### src/rtl/fcs_regs.vh
// Purpose: Constants for the flash command, reset and boot sequencer.
// Assumes: A 250 MHz core clock; all times are typical figures, at or under the maximum.
// Notes:   Included by bare name from the sequencer files.
`ifndef FCS_REGS_VH
`define FCS_REGS_VH

// ----------------------------------------------------------------------------
// Clock and times
// ----------------------------------------------------------------------------
`define CLK_MHZ          250
`define T_LD_SECT_US     23
`define T_LD_PAGE_US     30
`define T_PRG_SECT_US    205
`define T_PRG_PAGE_US    220
`define T_OTP_NS         500
`define T_LOCK_NS        500
`define T_ESP_US         400
`define T_ERS1_US        2000
`define T_ERS2_US        4000
`define T_VFY_US         70
`define T_BOOT_WAIT_US   400
`define T_BOOT_COPY_US   70
`define T_RDY1_US        5
`define T_RDY2_US        10

// ----------------------------------------------------------------------------
// Register map and boot partition
// ----------------------------------------------------------------------------
`define A_ADDR_REG       16'hF100
`define A_BLKCNT_REG     16'hF101
`define A_CMD_REG        16'hF220
`define A_STATUS_REG     16'hF240
`define A_INT_REG        16'hF241
`define BP_LO_FIRST      16'h0000
`define BP_LO_LAST       16'h01FF
`define BP_HI_FIRST      16'h8000
`define BP_HI_LAST       16'h800F
`define BP_HI_BASE       10'h0200

// ----------------------------------------------------------------------------
// Fields and reset values
// ----------------------------------------------------------------------------
`define ST_BUSY_BIT      15
`define ST_SUSP_BIT      10
`define ST_OTP_BIT       9
`define ST_BOOT_BIT      7
`define INT_BIT          15
`define LOCK_NONE        2'h0
`define LOCK_LOCKED      2'h1
`define LOCK_TIGHT       2'h2
`define RST_WORD         16'h0000
`define RST_BLKCNT       7'h01

// ----------------------------------------------------------------------------
// Command codes
// ----------------------------------------------------------------------------
`define CMD_LD_SECT      16'h0000
`define CMD_LD_PAGE      16'h0013
`define CMD_PRG_SECT     16'h0080
`define CMD_PRG_PAGE     16'h001A
`define CMD_ERASE        16'h0094
`define CMD_ESUSP        16'h00B0
`define CMD_ERESUME      16'h0030
`define CMD_VERIFY       16'h0071
`define CMD_OTP          16'h0065
`define CMD_LOCK         16'h002A
`define CMD_UNLOCK       16'h0023
`define CMD_LOCKT        16'h002C
`define CMD_HOT_REG      16'h00F3
`define CMD_HOT_BP       16'h00F0

`endif

### src/rtl/fcs_timer.v
// Purpose: Loadable down-counter that times one internal operation.
// Assumes: load_val is at least one.
// Notes:   done pulses one cycle after the last counted cycle.
`timescale 1ns/1ns
`default_nettype none

module fcs_timer (
  input  wire        clk,
  input  wire        reset,
  input  wire        start,
  input  wire        stop,
  input  wire [23:0] load_val,
  output reg         done
);

  reg [23:0] cnt_q;
  reg        run_q;

  // --------------------------------------------------------------------------
  // Counter
  // --------------------------------------------------------------------------
  always @(posedge clk) begin
    if (reset) begin
      cnt_q <= 24'h00_0000;
      run_q <= 1'b0;
      done  <= 1'b0;
    end else begin
      done <= 1'b0;
      if (start) begin
        cnt_q <= load_val;
        run_q <= 1'b1;
      end else if (stop) begin
        run_q <= 1'b0;
      end else if (run_q) begin
        if (cnt_q == 24'h00_0001) begin
          run_q <= 1'b0;
          done  <= 1'b1;
        end else begin
          cnt_q <= cnt_q - 24'h00_0001;
        end
      end
    end
  end

endmodule // fcs_timer

`default_nettype wire

### src/rtl/fcs_seq.v
// Purpose: Command, reset and boot sequencer behind the host memory port.
// Assumes: Host pins are asynchronous and pass two flops; boot buffer storage sits outside.
// Notes:   Staging buffer storage is outside this block, so resets never touch it.
//
// Behaviour
// - Sector load completes and reports done within 35 us.
// - Page load completes and reports done within 45 us.
// - Sector program completes within 720 us.
// - Page program completes within 750 us.
// - One-time-programmable area access completes within 700 ns.
// - Lock, unlock and lock-tight complete within 700 ns.
// - Erase suspend stops erase and frees device within 500 us.
// - Resumed erase ends within 3 ms for one block, 6 ms for more.
// - Block erase within 3 ms single, 6 ms for up to 64 blocks.
// - Multi-block erase verify read finishes within 100 us.
// - Status shows in progress while running, complete when done.
// - Status reads answered in asynchronous and synchronous read modes.
// - Boot copy starts 400 us after power-on reset.
// - Boot copy of 1K bytes takes about 70 us; host reads after.
// - Cold reset interrupt rises when copy done and reset pin high.
// - After warm reset only boot reads until ready, then register operations.
// - Warm or hot reset reinitialises registers, keeps staging buffer.
// - Boot partition covers words 0000h-01FFh and 8000h-800Fh.
// - Hot reset is 00F0h into boot partition or 00F3h at F220h.
// - Boot buffer access ready within 5 us of a reset.
`timescale 1ns/1ns
`default_nettype none
`include "fcs_regs.vh"

module fcs_seq #(
  parameter [23:0] P_LD_SECT_CYC   = `T_LD_SECT_US * `CLK_MHZ,
  parameter [23:0] P_LD_PAGE_CYC   = `T_LD_PAGE_US * `CLK_MHZ,
  parameter [23:0] P_PRG_SECT_CYC  = `T_PRG_SECT_US * `CLK_MHZ,
  parameter [23:0] P_PRG_PAGE_CYC  = `T_PRG_PAGE_US * `CLK_MHZ,
  parameter [23:0] P_ESP_CYC       = `T_ESP_US * `CLK_MHZ,
  parameter [23:0] P_ERS1_CYC      = `T_ERS1_US * `CLK_MHZ,
  parameter [23:0] P_ERS2_CYC      = `T_ERS2_US * `CLK_MHZ,
  parameter [23:0] P_VFY_CYC       = `T_VFY_US * `CLK_MHZ,
  parameter [23:0] P_BOOT_WAIT_CYC = `T_BOOT_WAIT_US * `CLK_MHZ,
  parameter [23:0] P_BOOT_COPY_CYC = `T_BOOT_COPY_US * `CLK_MHZ
) (
  input  wire        clk,
  input  wire        reset,
  input  wire        ce_n,
  input  wire        oe_n,
  input  wire        we_n,
  input  wire        avd_n,
  input  wire [15:0] addr,
  input  wire [15:0] dq_in,
  output reg  [15:0] dq_out,
  output reg         dq_oe,
  input  wire        warm_reset_pin_n,
  output reg         int_flag,
  output reg  [9:0]  boot_raddr,
  input  wire [15:0] boot_rdata
);

  // --------------------------------------------------------------------------
  // Short counts and states
  // --------------------------------------------------------------------------
  localparam [23:0] OTP_CYC  = (`T_OTP_NS * `CLK_MHZ) / 1000;
  localparam [23:0] LOCK_CYC = (`T_LOCK_NS * `CLK_MHZ) / 1000;
  localparam [23:0] RDY1_CYC = `T_RDY1_US * `CLK_MHZ;
  localparam [23:0] RDY2_CYC = (`T_RDY2_US - `T_RDY1_US) * `CLK_MHZ;

  localparam [8:0] S_BOOTW = 9'h001;
  localparam [8:0] S_BOOTC = 9'h002;
  localparam [8:0] S_PINW  = 9'h004;
  localparam [8:0] S_IDLE  = 9'h008;
  localparam [8:0] S_BUSY  = 9'h010;
  localparam [8:0] S_SUSP  = 9'h020;
  localparam [8:0] S_RSTA  = 9'h040;
  localparam [8:0] S_RSTB  = 9'h080;
  localparam [8:0] S_RSTC  = 9'h100;

  // --------------------------------------------------------------------------
  // Declarations
  // --------------------------------------------------------------------------
  reg  [36:0] sync1_q;
  reg  [36:0] sync2_q;
  reg         we_prev_q;
  reg  [15:0] alat_q;
  reg  [8:0]  st_q;
  reg  [8:0]  st_d;
  reg  [15:0] tgt_addr_q;
  reg  [6:0]  blkcnt_q;
  reg  [15:0] cmd_q;
  reg         erasing_q;
  reg         multi_q;
  reg         otp_q;
  reg  [1:0]  lock_q;
  reg         boot_done_q;
  reg         boot_armed_q;
  reg         tmr_start;
  reg  [23:0] tmr_val;
  reg         hot_rst;
  reg         accept_cmd;
  wire        tmr_done;
  wire        ce_s;
  wire        oe_s;
  wire        we_s;
  wire        avd_s;
  wire        pin_s;
  wire [15:0] dq_s;
  wire [15:0] a_s;
  wire        wr_stb;
  wire        rd_act;
  wire        boot_ok;
  wire        regs_ok;
  wire        hot_bp;
  wire        hot_reg;
  wire [15:0] status_word;

  function in_boot;
    input [15:0] a;
    begin
      in_boot = (a >= `BP_LO_FIRST && a <= `BP_LO_LAST) ||
                (a >= `BP_HI_FIRST && a <= `BP_HI_LAST);
    end
  endfunction

  // --------------------------------------------------------------------------
  // Pin synchronisers and write strobe
  // --------------------------------------------------------------------------
  always @(posedge clk) begin
    if (reset) begin
      sync1_q   <= {5'h1F, 32'h0000_0000};
      sync2_q   <= {5'h1F, 32'h0000_0000};
      we_prev_q <= 1'b1;
      alat_q    <= `RST_WORD;
      boot_armed_q <= 1'b0;
    end else begin
      sync1_q   <= {ce_n, oe_n, we_n, avd_n, warm_reset_pin_n, dq_in, addr};
      sync2_q   <= sync1_q;
      we_prev_q <= we_s;
      boot_armed_q <= 1'b1;
      if (!ce_s && !avd_s) begin
        alat_q <= a_s;
      end
    end
  end

  assign ce_s   = sync2_q[36];
  assign oe_s   = sync2_q[35];
  assign we_s   = sync2_q[34];
  assign avd_s  = sync2_q[33];
  assign pin_s  = sync2_q[32];
  assign dq_s   = sync2_q[31:16];
  assign a_s    = sync2_q[15:0];
  assign wr_stb = !ce_s && we_s && !we_prev_q;
  assign rd_act = !ce_s && !oe_s && we_s;

  // Boot reads open once the copy is done and 5 us of reset recovery have run.
  assign boot_ok = boot_done_q && !(st_q == S_RSTA) && !(st_q == S_RSTB) &&
                   !(st_q == S_BOOTW) && !(st_q == S_BOOTC);
  assign regs_ok = (st_q == S_IDLE) || (st_q == S_BUSY) || (st_q == S_SUSP);
  assign hot_bp  = wr_stb && boot_ok && in_boot(alat_q) && dq_s == `CMD_HOT_BP;
  assign hot_reg = wr_stb && regs_ok && alat_q == `A_CMD_REG && dq_s == `CMD_HOT_REG;

  assign status_word = {(st_q == S_BUSY), 4'h0, (st_q == S_SUSP), otp_q, 1'b0,
                        boot_done_q, 5'h00, lock_q};

  // --------------------------------------------------------------------------
  // Next state and timer loads
  // --------------------------------------------------------------------------
  always @* begin
    st_d       = st_q;
    tmr_start  = 1'b0;
    tmr_val    = RDY1_CYC;
    hot_rst    = hot_bp || hot_reg;
    accept_cmd = wr_stb && alat_q == `A_CMD_REG;
    if (!pin_s && !(st_q == S_BOOTW) && !(st_q == S_BOOTC) && !(st_q == S_PINW)) begin
      st_d = S_RSTA;
    end else if (hot_rst) begin
      st_d      = S_RSTB;
      tmr_start = 1'b1;
      tmr_val   = RDY1_CYC;
    end else begin
      case (st_q)
        S_BOOTW: begin
          if (!boot_armed_q) begin
            tmr_start = 1'b1;
            tmr_val   = P_BOOT_WAIT_CYC;
          end else if (tmr_done) begin
            st_d      = S_BOOTC;
            tmr_start = 1'b1;
            tmr_val   = P_BOOT_COPY_CYC;
          end
        end
        S_BOOTC: begin
          if (tmr_done) begin
            st_d = pin_s ? S_IDLE : S_PINW;
          end
        end
        S_PINW: begin
          if (pin_s) begin
            st_d = S_IDLE;
          end
        end
        S_IDLE: begin
          if (accept_cmd) begin
            tmr_start = 1'b1;
            st_d      = S_BUSY;
            if (dq_s == `CMD_LD_SECT) begin
              tmr_val = P_LD_SECT_CYC;
            end else if (dq_s == `CMD_LD_PAGE) begin
              tmr_val = P_LD_PAGE_CYC;
            end else if (dq_s == `CMD_PRG_SECT) begin
              tmr_val = P_PRG_SECT_CYC;
            end else if (dq_s == `CMD_PRG_PAGE) begin
              tmr_val = P_PRG_PAGE_CYC;
            end else if (dq_s == `CMD_OTP) begin
              tmr_val = OTP_CYC;
            end else if (dq_s == `CMD_LOCK || dq_s == `CMD_UNLOCK || dq_s == `CMD_LOCKT) begin
              tmr_val = LOCK_CYC;
            end else if (dq_s == `CMD_ERASE) begin
              tmr_val = (blkcnt_q > `RST_BLKCNT) ? P_ERS2_CYC : P_ERS1_CYC;
            end else if (dq_s == `CMD_VERIFY) begin
              tmr_val = P_VFY_CYC;
            end else begin
              tmr_start = 1'b0;
              st_d      = S_IDLE;
            end
          end
        end
        S_BUSY: begin
          if (accept_cmd && erasing_q && dq_s == `CMD_ESUSP) begin
            tmr_start = 1'b1;
            tmr_val   = P_ESP_CYC;
          end else if (tmr_done) begin
            st_d = (erasing_q && cmd_q == `CMD_ESUSP) ? S_SUSP : S_IDLE;
          end
        end
        S_SUSP: begin
          if (accept_cmd && dq_s == `CMD_ERESUME) begin
            st_d      = S_BUSY;
            tmr_start = 1'b1;
            tmr_val   = multi_q ? P_ERS2_CYC : P_ERS1_CYC;
          end
        end
        S_RSTA: begin
          if (pin_s) begin
            st_d      = S_RSTB;
            tmr_start = 1'b1;
            tmr_val   = RDY1_CYC;
          end
        end
        S_RSTB: begin
          if (tmr_done) begin
            st_d      = S_RSTC;
            tmr_start = 1'b1;
            tmr_val   = RDY2_CYC;
          end
        end
        S_RSTC: begin
          if (tmr_done) begin
            st_d = S_IDLE;
          end
        end
        default: begin
          st_d = S_IDLE;
        end
      endcase
    end
  end

  fcs_timer u_timer (
    .clk      (clk),
    .reset    (reset),
    .start    (tmr_start),
    .stop     (st_d == S_RSTA),
    .load_val (tmr_val),
    .done     (tmr_done)
  );

  // --------------------------------------------------------------------------
  // State, registers and interrupt flag
  // --------------------------------------------------------------------------
  // The boot wait timer is armed by the first cycle out of reset, so the copy
  // starts 400 us after the power-on reset is released.
  always @(posedge clk) begin
    if (reset) begin
      st_q        <= S_BOOTW;
      tgt_addr_q  <= `RST_WORD;
      blkcnt_q    <= `RST_BLKCNT;
      cmd_q       <= `RST_WORD;
      erasing_q   <= 1'b0;
      multi_q     <= 1'b0;
      otp_q       <= 1'b0;
      lock_q      <= `LOCK_NONE;
      boot_done_q <= 1'b0;
      int_flag    <= 1'b0;
    end else begin
      st_q <= st_d;
      if (st_q == S_BOOTC && tmr_done) begin
        boot_done_q <= 1'b1;
      end
      if (st_d == S_RSTA || (hot_rst && st_d == S_RSTB)) begin
        tgt_addr_q <= `RST_WORD;
        blkcnt_q   <= `RST_BLKCNT;
        cmd_q      <= `RST_WORD;
        erasing_q  <= 1'b0;
        multi_q    <= 1'b0;
        otp_q      <= 1'b0;
        lock_q     <= `LOCK_NONE;
        int_flag   <= 1'b0;
      end else begin
        if (wr_stb && st_q == S_IDLE && alat_q == `A_ADDR_REG) begin
          tgt_addr_q <= dq_s;
        end
        if (wr_stb && st_q == S_IDLE && alat_q == `A_BLKCNT_REG) begin
          blkcnt_q <= dq_s[6:0];
        end
        if (tmr_start && (st_q == S_IDLE || st_q == S_BUSY || st_q == S_SUSP)) begin
          cmd_q <= dq_s;
          if (st_q == S_IDLE) begin
            erasing_q <= (dq_s == `CMD_ERASE);
            multi_q   <= (blkcnt_q > `RST_BLKCNT);
          end
        end
        if (st_q == S_BUSY && tmr_done && !(erasing_q && cmd_q == `CMD_ESUSP)) begin
          erasing_q <= 1'b0;
          if (cmd_q == `CMD_OTP) begin
            otp_q <= 1'b1;
          end else if (cmd_q == `CMD_LOCK && lock_q != `LOCK_TIGHT) begin
            lock_q <= `LOCK_LOCKED;
          end else if (cmd_q == `CMD_UNLOCK && lock_q != `LOCK_TIGHT) begin
            lock_q <= `LOCK_NONE;
          end else if (cmd_q == `CMD_LOCKT && lock_q == `LOCK_LOCKED) begin
            lock_q <= `LOCK_TIGHT;
          end
        end
        // Completion beats a host clear in the same cycle so no done is lost.
        if ((st_d == S_IDLE || st_d == S_SUSP) && st_q != st_d) begin
          int_flag <= 1'b1;
        end else if (tmr_start && (st_q == S_IDLE || st_q == S_SUSP)) begin
          int_flag <= 1'b0;
        end else if (wr_stb && regs_ok && alat_q == `A_INT_REG) begin
          int_flag <= dq_s[`INT_BIT];
        end
      end
    end
  end

  // --------------------------------------------------------------------------
  // Read path
  // --------------------------------------------------------------------------
  // Reads are sampled on the core clock whatever the host bus mode, so burst
  // and asynchronous status reads return the same word, three cycles late.
  always @(posedge clk) begin
    if (reset) begin
      dq_out     <= `RST_WORD;
      dq_oe      <= 1'b0;
      boot_raddr <= 10'h000;
    end else begin
      dq_oe      <= rd_act;
      boot_raddr <= (alat_q >= `BP_HI_FIRST) ? (`BP_HI_BASE + {6'h00, alat_q[3:0]})
                                            : {1'b0, alat_q[8:0]};
      if (!rd_act) begin
        dq_out <= `RST_WORD;
      end else if (in_boot(alat_q)) begin
        dq_out <= boot_ok ? boot_rdata : `RST_WORD;
      end else if (!regs_ok) begin
        dq_out <= `RST_WORD;
      end else if (alat_q == `A_STATUS_REG) begin
        dq_out <= status_word;
      end else if (alat_q == `A_INT_REG) begin
        dq_out <= {int_flag, 15'h0000};
      end else if (alat_q == `A_ADDR_REG) begin
        dq_out <= tgt_addr_q;
      end else if (alat_q == `A_BLKCNT_REG) begin
        dq_out <= {9'h000, blkcnt_q};
      end else if (alat_q == `A_CMD_REG) begin
        dq_out <= cmd_q;
      end else begin
        dq_out <= `RST_WORD;
      end
    end
  end

endmodule // fcs_seq

`default_nettype wire

### config.mk
export PLATFORM = sky130hd
export DESIGN_NAME = fcs_seq
export DESIGN_NICKNAME = d
export VERILOG_FILES = /design/src/rtl/fcs_timer.v /design/src/rtl/fcs_seq.v
export VERILOG_INCLUDE_DIRS = /design/src /design/src/rtl
export SDC_FILE = /design/constraint.sdc
export NUM_CORES = 1
export LEC_CHECK = 0
export BUFFER_PORTS_ARGS = -buffer_cell sky130_fd_sc_hd__buf_4
export CAP_MARGIN = 20
export CORE_UTILIZATION = 53
export DETAILED_ROUTE_END_ITERATION = 10
export GPL_TIMING_DRIVEN = 0
export PLACE_DENSITY = 0.77
export SLEW_MARGIN = 10
export SYNTH_ARGS = -nofsm -noshare
export SYNTH_HDL_FRONTEND = slang
export SYNTH_SLANG_ARGS = --single-unit
### constraint.sdc
create_clock -name clk -period 4.35 [get_ports clk]
set_input_delay 0.2175 -clock clk [delete_from_list [all_inputs] [get_ports clk]]
set_output_delay 0.2175 -clock clk [all_outputs]
set_load 0.02 [all_outputs]
-- Word level (Yosys, flattened, before mapping)
Index checks and enable logic that the tools add are counted.
- shift-type cells: 0
- bitwise logic cells: 4
- reductions and logical operators: 72
- multipliers: 0
- eq/ne operators: 42
- $add $sub $neg: 2
- order comparisons: 5
- multiplexer cells: 84
- div/mod/pow operators: 0
- operator list (cell ; count):
    $mux W20 ; 13
    $mux W16 ; 8
    $mux W9 ; 14
    $eq A16 B6 Y1 const B ; 7
    $eq A16 B8 Y1 const B ; 6
    $mux W24 ; 4
    $pmux W9 S9 ; 1
    $eq A16 B16 Y1 const B ; 5
    $pmux W20 S4 ; 1
    $eq A16 B7 Y1 const B ; 3
    $mux W5 ; 8
    $logic_and A1 B1 Y1 ; 39
    $mux W17 ; 2
    $eq A16 B5 Y1 const B ; 2
    $mux W15 ; 2
    $mux W1 ; 25
    $eq A24 B1 Y1 const B ; 1
    $sub A24 B1 Y24 const B ; 1
    $eq A9 B4 Y1 const B ; 2
    $eq A9 B6 Y1 const B ; 2
    $eq A9 B7 Y1 const B ; 2
    $eq A9 B8 Y1 const B ; 2
    $ge A16 B1 Y1 const B ; 1
    $ge A16 B16 Y1 const B ; 1
    27 further kinds ; 57
- latch bits: 0
- flip-flop bits (word level): 200
- memory bits (read-only): 0
- input port bits: 55
- word-level logic and storage cells: 231
- RAM bits: 0
- memories kept: 0

-- Longest topological paths before layout
- depth in word-level cells: 17
- depth in mapped cells: 12
- mapped depth without buffers: 11

-- Hierarchy
A second synthesis with hierarchy kept.
- cells, all modules: 1033
- area, all modules: 8992.4 µm²
- by module, submodules not included (module ; sequential area each (µm²) ; area an instance (µm²) ; cells an instance ; times used):
    fcs_seq ; 3483.3 ; 7368.3 ; 841 ; 1
    fcs_timer ; 520.5 ; 1624.1 ; 192 ; 1

-- Worst setup path before layout
Ideal clock, no wire load.
- path type: register -> register
- start point: register sync2_q[28]
- end point: register cmd_q[6]
- data required time: 4.222 ns
- slack: 1.662 ns
- data arrival time: 2.560 ns
- stages on the path, launching flop included: 11
- library setup time: 0.128 ns
- cells stage by stage: dfxtp_1 > or4_4 > nor4_4 > and4_1 > nor4_1 > a211o_1 > a31oi_4 > nand2_4 > buf_6 > mux2i_1 > nor2_1
- longest elaborated chain between the ends: 17
- elaborated cells between the ends (all ways): 55
- those cells by class: 15 x eq/ne; 28 x mux; 12 x reduce/logical
- RTL lines (element ; line ; text):
    start, declared ; fcs_seq.v:80 ; reg [36:0] sync2_q;
    start signal, assigned ; fcs_seq.v:128 ; sync2_q <= {5'h1F, 32'h0000_0000};
    start signal, assigned ; fcs_seq.v:134 ; sync2_q <= sync1_q;
    $eq A16 B7 Y1 (no source line) / $eq A16 B6 Y1 (equally long branches) ; -- ;
    $mux W5 / $logic_or A1 B1 Y1 (equally long branches) (2 in series) ; -- ;
    $mux W5 ; fcs_seq.v:214 ; end else if (dq_s == `CMD_LOCK || dq_s == `CMD_UNLOCK || dq_s == `CMD_LOCKT) begin
    $mux W5 ; fcs_seq.v:212 ; end else if (dq_s == `CMD_OTP) begin
    $mux W5 ; fcs_seq.v:210 ; end else if (dq_s == `CMD_PRG_PAGE) begin
    $mux W5 ; fcs_seq.v:208 ; end else if (dq_s == `CMD_PRG_SECT) begin
    $mux W5 ; fcs_seq.v:206 ; end else if (dq_s == `CMD_LD_PAGE) begin
    $mux W5 ; fcs_seq.v:204 ; if (dq_s == `CMD_LD_SECT) begin
    $mux W9 ; fcs_seq.v:201 ; if (accept_cmd) begin
    $pmux W9 S9 ; fcs_seq.v:179 ; case (st_q)
    $mux W9 ; fcs_seq.v:174 ; end else if (hot_rst) begin
    $mux W9 ; fcs_seq.v:172 ; if (!pin_s && !(st_q == S_BOOTW) && !(st_q == S_BOOTC) && !(st_q == S_PINW)) begin
    $eq A9 B8 Y1 ; fcs_seq.v:298 ; if (st_d == S_RSTA || (hot_rst && st_d == S_RSTB)) begin
    $logic_and A1 B1 Y1 ; fcs_seq.v:298 ;
    $logic_or A1 B1 Y1 ; fcs_seq.v:298 ;
    $reduce_or A2 Y1 (no source line) ; -- ;
    end signal, assigned ; fcs_seq.v:286 ; cmd_q <= `RST_WORD;
    end signal, assigned ; fcs_seq.v:301 ; cmd_q <= `RST_WORD;
    end signal, assigned ; fcs_seq.v:315 ; cmd_q <= dq_s;
    end, declared ; fcs_seq.v:87 ; reg [15:0] cmd_q;
Parallel ways exist; a longest one is shown, timed or not.
A chain may end at the register's enable or synchronous reset.

-- Worst setup path after layout
- start point: register st_q[5]
- end point: register int_flag
- longest elaborated chain between the ends: 16
- elaborated cells between the ends (all ways): 63
- those cells by class: 14 x eq/ne; 19 x mux; 30 x reduce/logical
- RTL lines (element ; line ; text):
    start, declared ; fcs_seq.v:83 ; reg [8:0] st_q;
    start signal, assigned ; fcs_seq.v:294 ; st_q <= st_d;
    $eq A9 B7 Y1 ; fcs_seq.v:154, fcs_seq.v:179 ;
    $logic_not A1 Y1 ; fcs_seq.v:154 ; assign boot_ok = boot_done_q && !(st_q == S_RSTA) && !(st_q == S_RSTB) &&
    $logic_and A1 B1 Y1 (3 in series) ; fcs_seq.v:154 ;
    $logic_and A1 B1 Y1 ; fcs_seq.v:155 ; !(st_q == S_BOOTW) && !(st_q == S_BOOTC);
    $logic_and A1 B1 Y1 (2 in series) ; fcs_seq.v:157 ; assign hot_bp = wr_stb && boot_ok && in_boot(alat_q) && dq_s == `CMD_HOT_BP;
    $logic_and A1 B1 Y1 (no source line) ; -- ;
    $logic_or A1 B1 Y1 ; fcs_seq.v:170 ; hot_rst = hot_bp || hot_reg;
    $mux W9 ; fcs_seq.v:174 ;
    $mux W9 ; fcs_seq.v:172 ;
    $eq A9 B4 Y1, or another cell as far along ; fcs_seq.v:334 ; if ((st_d == S_IDLE || st_d == S_SUSP) && st_q != st_d) begin
    $logic_or A1 B1 Y1 / $logic_and A1 B1 Y1 (equally long branches) ; fcs_seq.v:334, fcs_seq.v:298 ;
    $logic_and A1 B1 Y1 / $logic_or A1 B1 Y1 (equally long branches) ; fcs_seq.v:334, fcs_seq.v:298 ;
    $reduce_bool A3 Y1 (no source line), or another cell as far along ; -- ;
    end signal, assigned ; fcs_seq.v:339 ; int_flag <= dq_s[`INT_BIT];
    end, declared ; fcs_seq.v:53 ; output reg int_flag,
Parallel ways exist; a longest one is shown, timed or not.

==> results by group <==
Outcome
  • Status: finished, final reports clean

STA
  • Final number of setup-violating endpoints: 0
  • Max Transition Viols Final: 0
  • Minimum clock period: around 3.6 ns
  • Setup TNS: 0 ns
  • Worst-Margin Slew: between 0.9 and 1 ns
  • Slew margin rel.: 33.44%
  • Fmax: approximately 280 MHz
  • Worst Clk Skew: roughly 0.012 ns
  • Unrepaired setup endpoints after global routing: no
  • Final Hold Viols: 0
  • Final period utilization: between 80 and 90%

Yosys
  • Syn Area/Cell: roughly 8.4 µm²
  • Yosys cell types: 83
  • Syn Inst Count: around 1,100
  • Post-synthesis register bit count: 200
  • Mapped Nets: 1,121
  • Largest area contributor in the netlist: dfxtp_1
  • Post-synth EDFFs: 0
  • Top cells by area, synth: dfxtp_1, a21oi_1, nand2_1
  • Predominant post-synthesis flop cell: dfxtp_1
  • Seq/Total Area, Yosys: around 45%
  • Async SR Flop Fraction: 0%
  • Post-synth top area share: 44.99%
  • Synth Warn #: 0
  • Mapped cell area: about 0.0089 mm²

Global routing
  • Vias in the first global route: 8,078
  • Largest net degree at the start of global routing: 23
  • Overflow after GRT: 0
  • Initial antenna violation count: 0
  • GRT Total Usage: 30.43%
  • Global-route wire length before repair: between 40,000 and 50,000 µm

Route
  • Antenna viol nets, final: 0
  • DR WL/cell: approximately 18 µm
  • DR vias: about 8,500
  • DR pass1 iterations: 6
  • Final WL: 25,960 µm
  • Drt via density: just under 6
  • 1st-iter DRT viols: 687
  • Drt drc: 0

Place
  • Hpwl dp: 17,790 µm
  • PortBufs: roughly 80
  • Placed instance area: roughly 0.01 mm²
  • Final GP Congestion: approximately 0.96

Critical path
  • RR Startpoint: st_q[5]
  • Required time of the critical path: approximately 4.7 ns
  • Setup crit start kind: flop
  • Reg2Reg Setup Slack: around 0.74 ns
  • Crit path capture type: flop
  • CP Data Arrival Time: 3.94 ns
  • Crit path max fanout: 10
  • Critical Path Source: st_q[5]
  • Setup CP Type: reg -> reg

Hold path
  • Hold/Removal Path Class: in -> reg
  • Hold Crit Start: boot_rdata[4]

Floorplanning
  • # IOs: 83
  • Core Rows: 47
  • Die width: 131.6 µm
  • Die Ht: 131.6 µm
  • Std-Cell Core Area: roughly 0.016 mm²
  • Initial Utilization: between 50% and 60%
  • DIE AREA: around 0.017 mm²

CTS
  • Clock-pin slew of the registers on the worst-case setup and hold paths: approximately 0.08 ns
  • CTS Buf Count: 17
  • Clock buffer depth: 2
  • CTS Hold Buffers Added: 46
  • CTS tree: yes
  • Postcts setup bufs: 0
  • CTS Root Cell: clkbuf_16
  • Max H-tree Level: 4
  • Clock latency on the worst-skew pair: between 0.4 and 0.5 ns
  • Post-CTS resize count: 0
  • Clock Sink Count: 200

Run
  • MaxCap Viol Count: 0

Cells and area
  • Fill cell count: between 1,000 and 1,500
  • Final non-filler cell area: between 0.01 and 0.015 mm²
  • Final core occ: between 60% and 70%
  • Share of cells above drive strength 1: between 10 and 15%
  • Synthesis-to-layout area growth: 22.03%
  • # diodes: 0
  • # nets final: 1,268

Pwr
  • Pleak: a little over 4 nW
  • Design Power: 4.869 mW
  • VDD IR max: between 0.0003 and 0.0004 V
  • Pwr dens: 448.3 mW/mm²
logic make-up after synthesis:
group | Yosys count | share of synthesized area [%]
AND/OR/NAND/NOR | 529 | 31.64
AO/OA/AOI/OAI | 226 | 16.44
flip-flops | 200 | 44.99
buffers and inverters | 79 | 3.726
XOR/XNOR | 17 | 1.673
multiplexers | 11 | 1.251
adder cells (fa/ha/maj) | 2 | 0.2812
stage by stage:
| step | worst slack, ns | instances | hold WS [ns] |
|---|---|---|---|
| 6_report | 0.7444 | 1444 | 0.002853 |
| 2_1_floorplan | 1.662 | 1064 | 0.3213 |
| 3_5_place_dp | 0.9020 | 1366 | 0.3977 |
| 4_1_cts | 0.8982 | 1444 | 0.002819 |
| 5_1_grt | 0.5814 | 1444 | 0.01416 |
| 3_3_place_gp | 0.7596 | 1365 | 0.3905 |
power by group:
group,switching (mW),internal (mW),leakage (nW)
Combinational,0.732,0.472,2.20
Sequential,0.0966,1.94,1.63
Clock,0.834,0.792,0.299
registers in the layout (all words and copies together), names as in the netlist, 2 cells and up:
signal and count:
u_timer.cnt_q 24, cmd_q 16, lock_q 2, st_q 9, tgt_addr_q 16, alat_q 16, sync1_q 37, sync2_q 37
boot_raddr 10, dq_out 16, blkcnt_q 7
cell type report:
type | count | area (µm²) | share of cell area, %
tap | 220 | 275.3 | 2.535
sequential | 200 | 4004 | 36.87
inverter | 12 | 45.04 | 0.4148
buffer | 67 | 286.5 | 2.639
clock buffer | 17 | 425.4 | 3.917
timing repair buffer | 128 | 1074 | 9.886
multi-input combinational | 785 | 4569 | 42.08
clock inverter | 15 | 180.2 | 1.659
path summary, 6_finish.rpt:
check	to	cells after the start
worst max-delay path	int_flag	11
worst min-delay path	dq_out[4]	3
worst max register to register	int_flag	11
worst min register to register	sync2_q[34]	1
routing by layer:
layer | routed length (µm) | vias to the layer above | GRT usage (%)
met3 | 2146 | 80 | 5.633
met2 | 12340 | 445 | 50.35
met4 | 805 | 0 | 12.53
met1 | 10670 | 3890 | 38.94
li1 | - | 4084 | -
met5 | 0 | - | 0
worst max-delay path, stage by stage, from the launching register on:
cell,delay [ns]
dfxtp_1,0.30
buf_2,0.18
nor3_1,0.82
nand3_1,0.14
and4b_1,0.25
buf_2,0.20
o2bb2ai_1,0.29
a211oi_1,0.52
xor2_1,0.11
a2111oi_0,0.34
nor3b_2,0.24
o22ai_1,0.08
cells in the final DEF, fill, tap and decap left out, drive strengths merged, types with 29 or more instances in the layout:
master	n
o21ai	37
dfxtp	200
dlygate4sd3	46
nand2	131
clkbuf	61
nand3	36
nor2	111
nor3	29
buf	105
nor2b	76
a21oi	98
cell usage after synthesis, types with 3 or more instances:
library cell	number
dfxtp_1	200
a31oi_1	4
nor2b_1	76
a21oi_1	97
clkbuf_1	44
or3_1	11
nand3b_1	4
and3_1	21
nor4b_1	8
o22ai_1	4
nand2_1	129
or2_2	18
nand3_1	36
mux2i_1	10
and4_1	5
o21bai_1	3
buf_2	16
xnor2_1	4
a22oi_1	9
inv_1	11
nand4_1	12
nand2b_1	6
a211oi_1	6
nor3_1	28
buf_1	5
o41ai_1	3
nand4b_1	8
o211ai_1	12
a2111oi_0	3
or4_1	3
or4_4	3
o21ai_1	3
xor2_1	13
o21ai_0	32
o32ai_1	3
a41oi_1	3
o2111ai_1	3
and2_1	10
nor3b_1	4
o31ai_1	3
a222oi_1	10
nor2_1	109
nor4_1	19
Power figures use the tool's default switching activity.
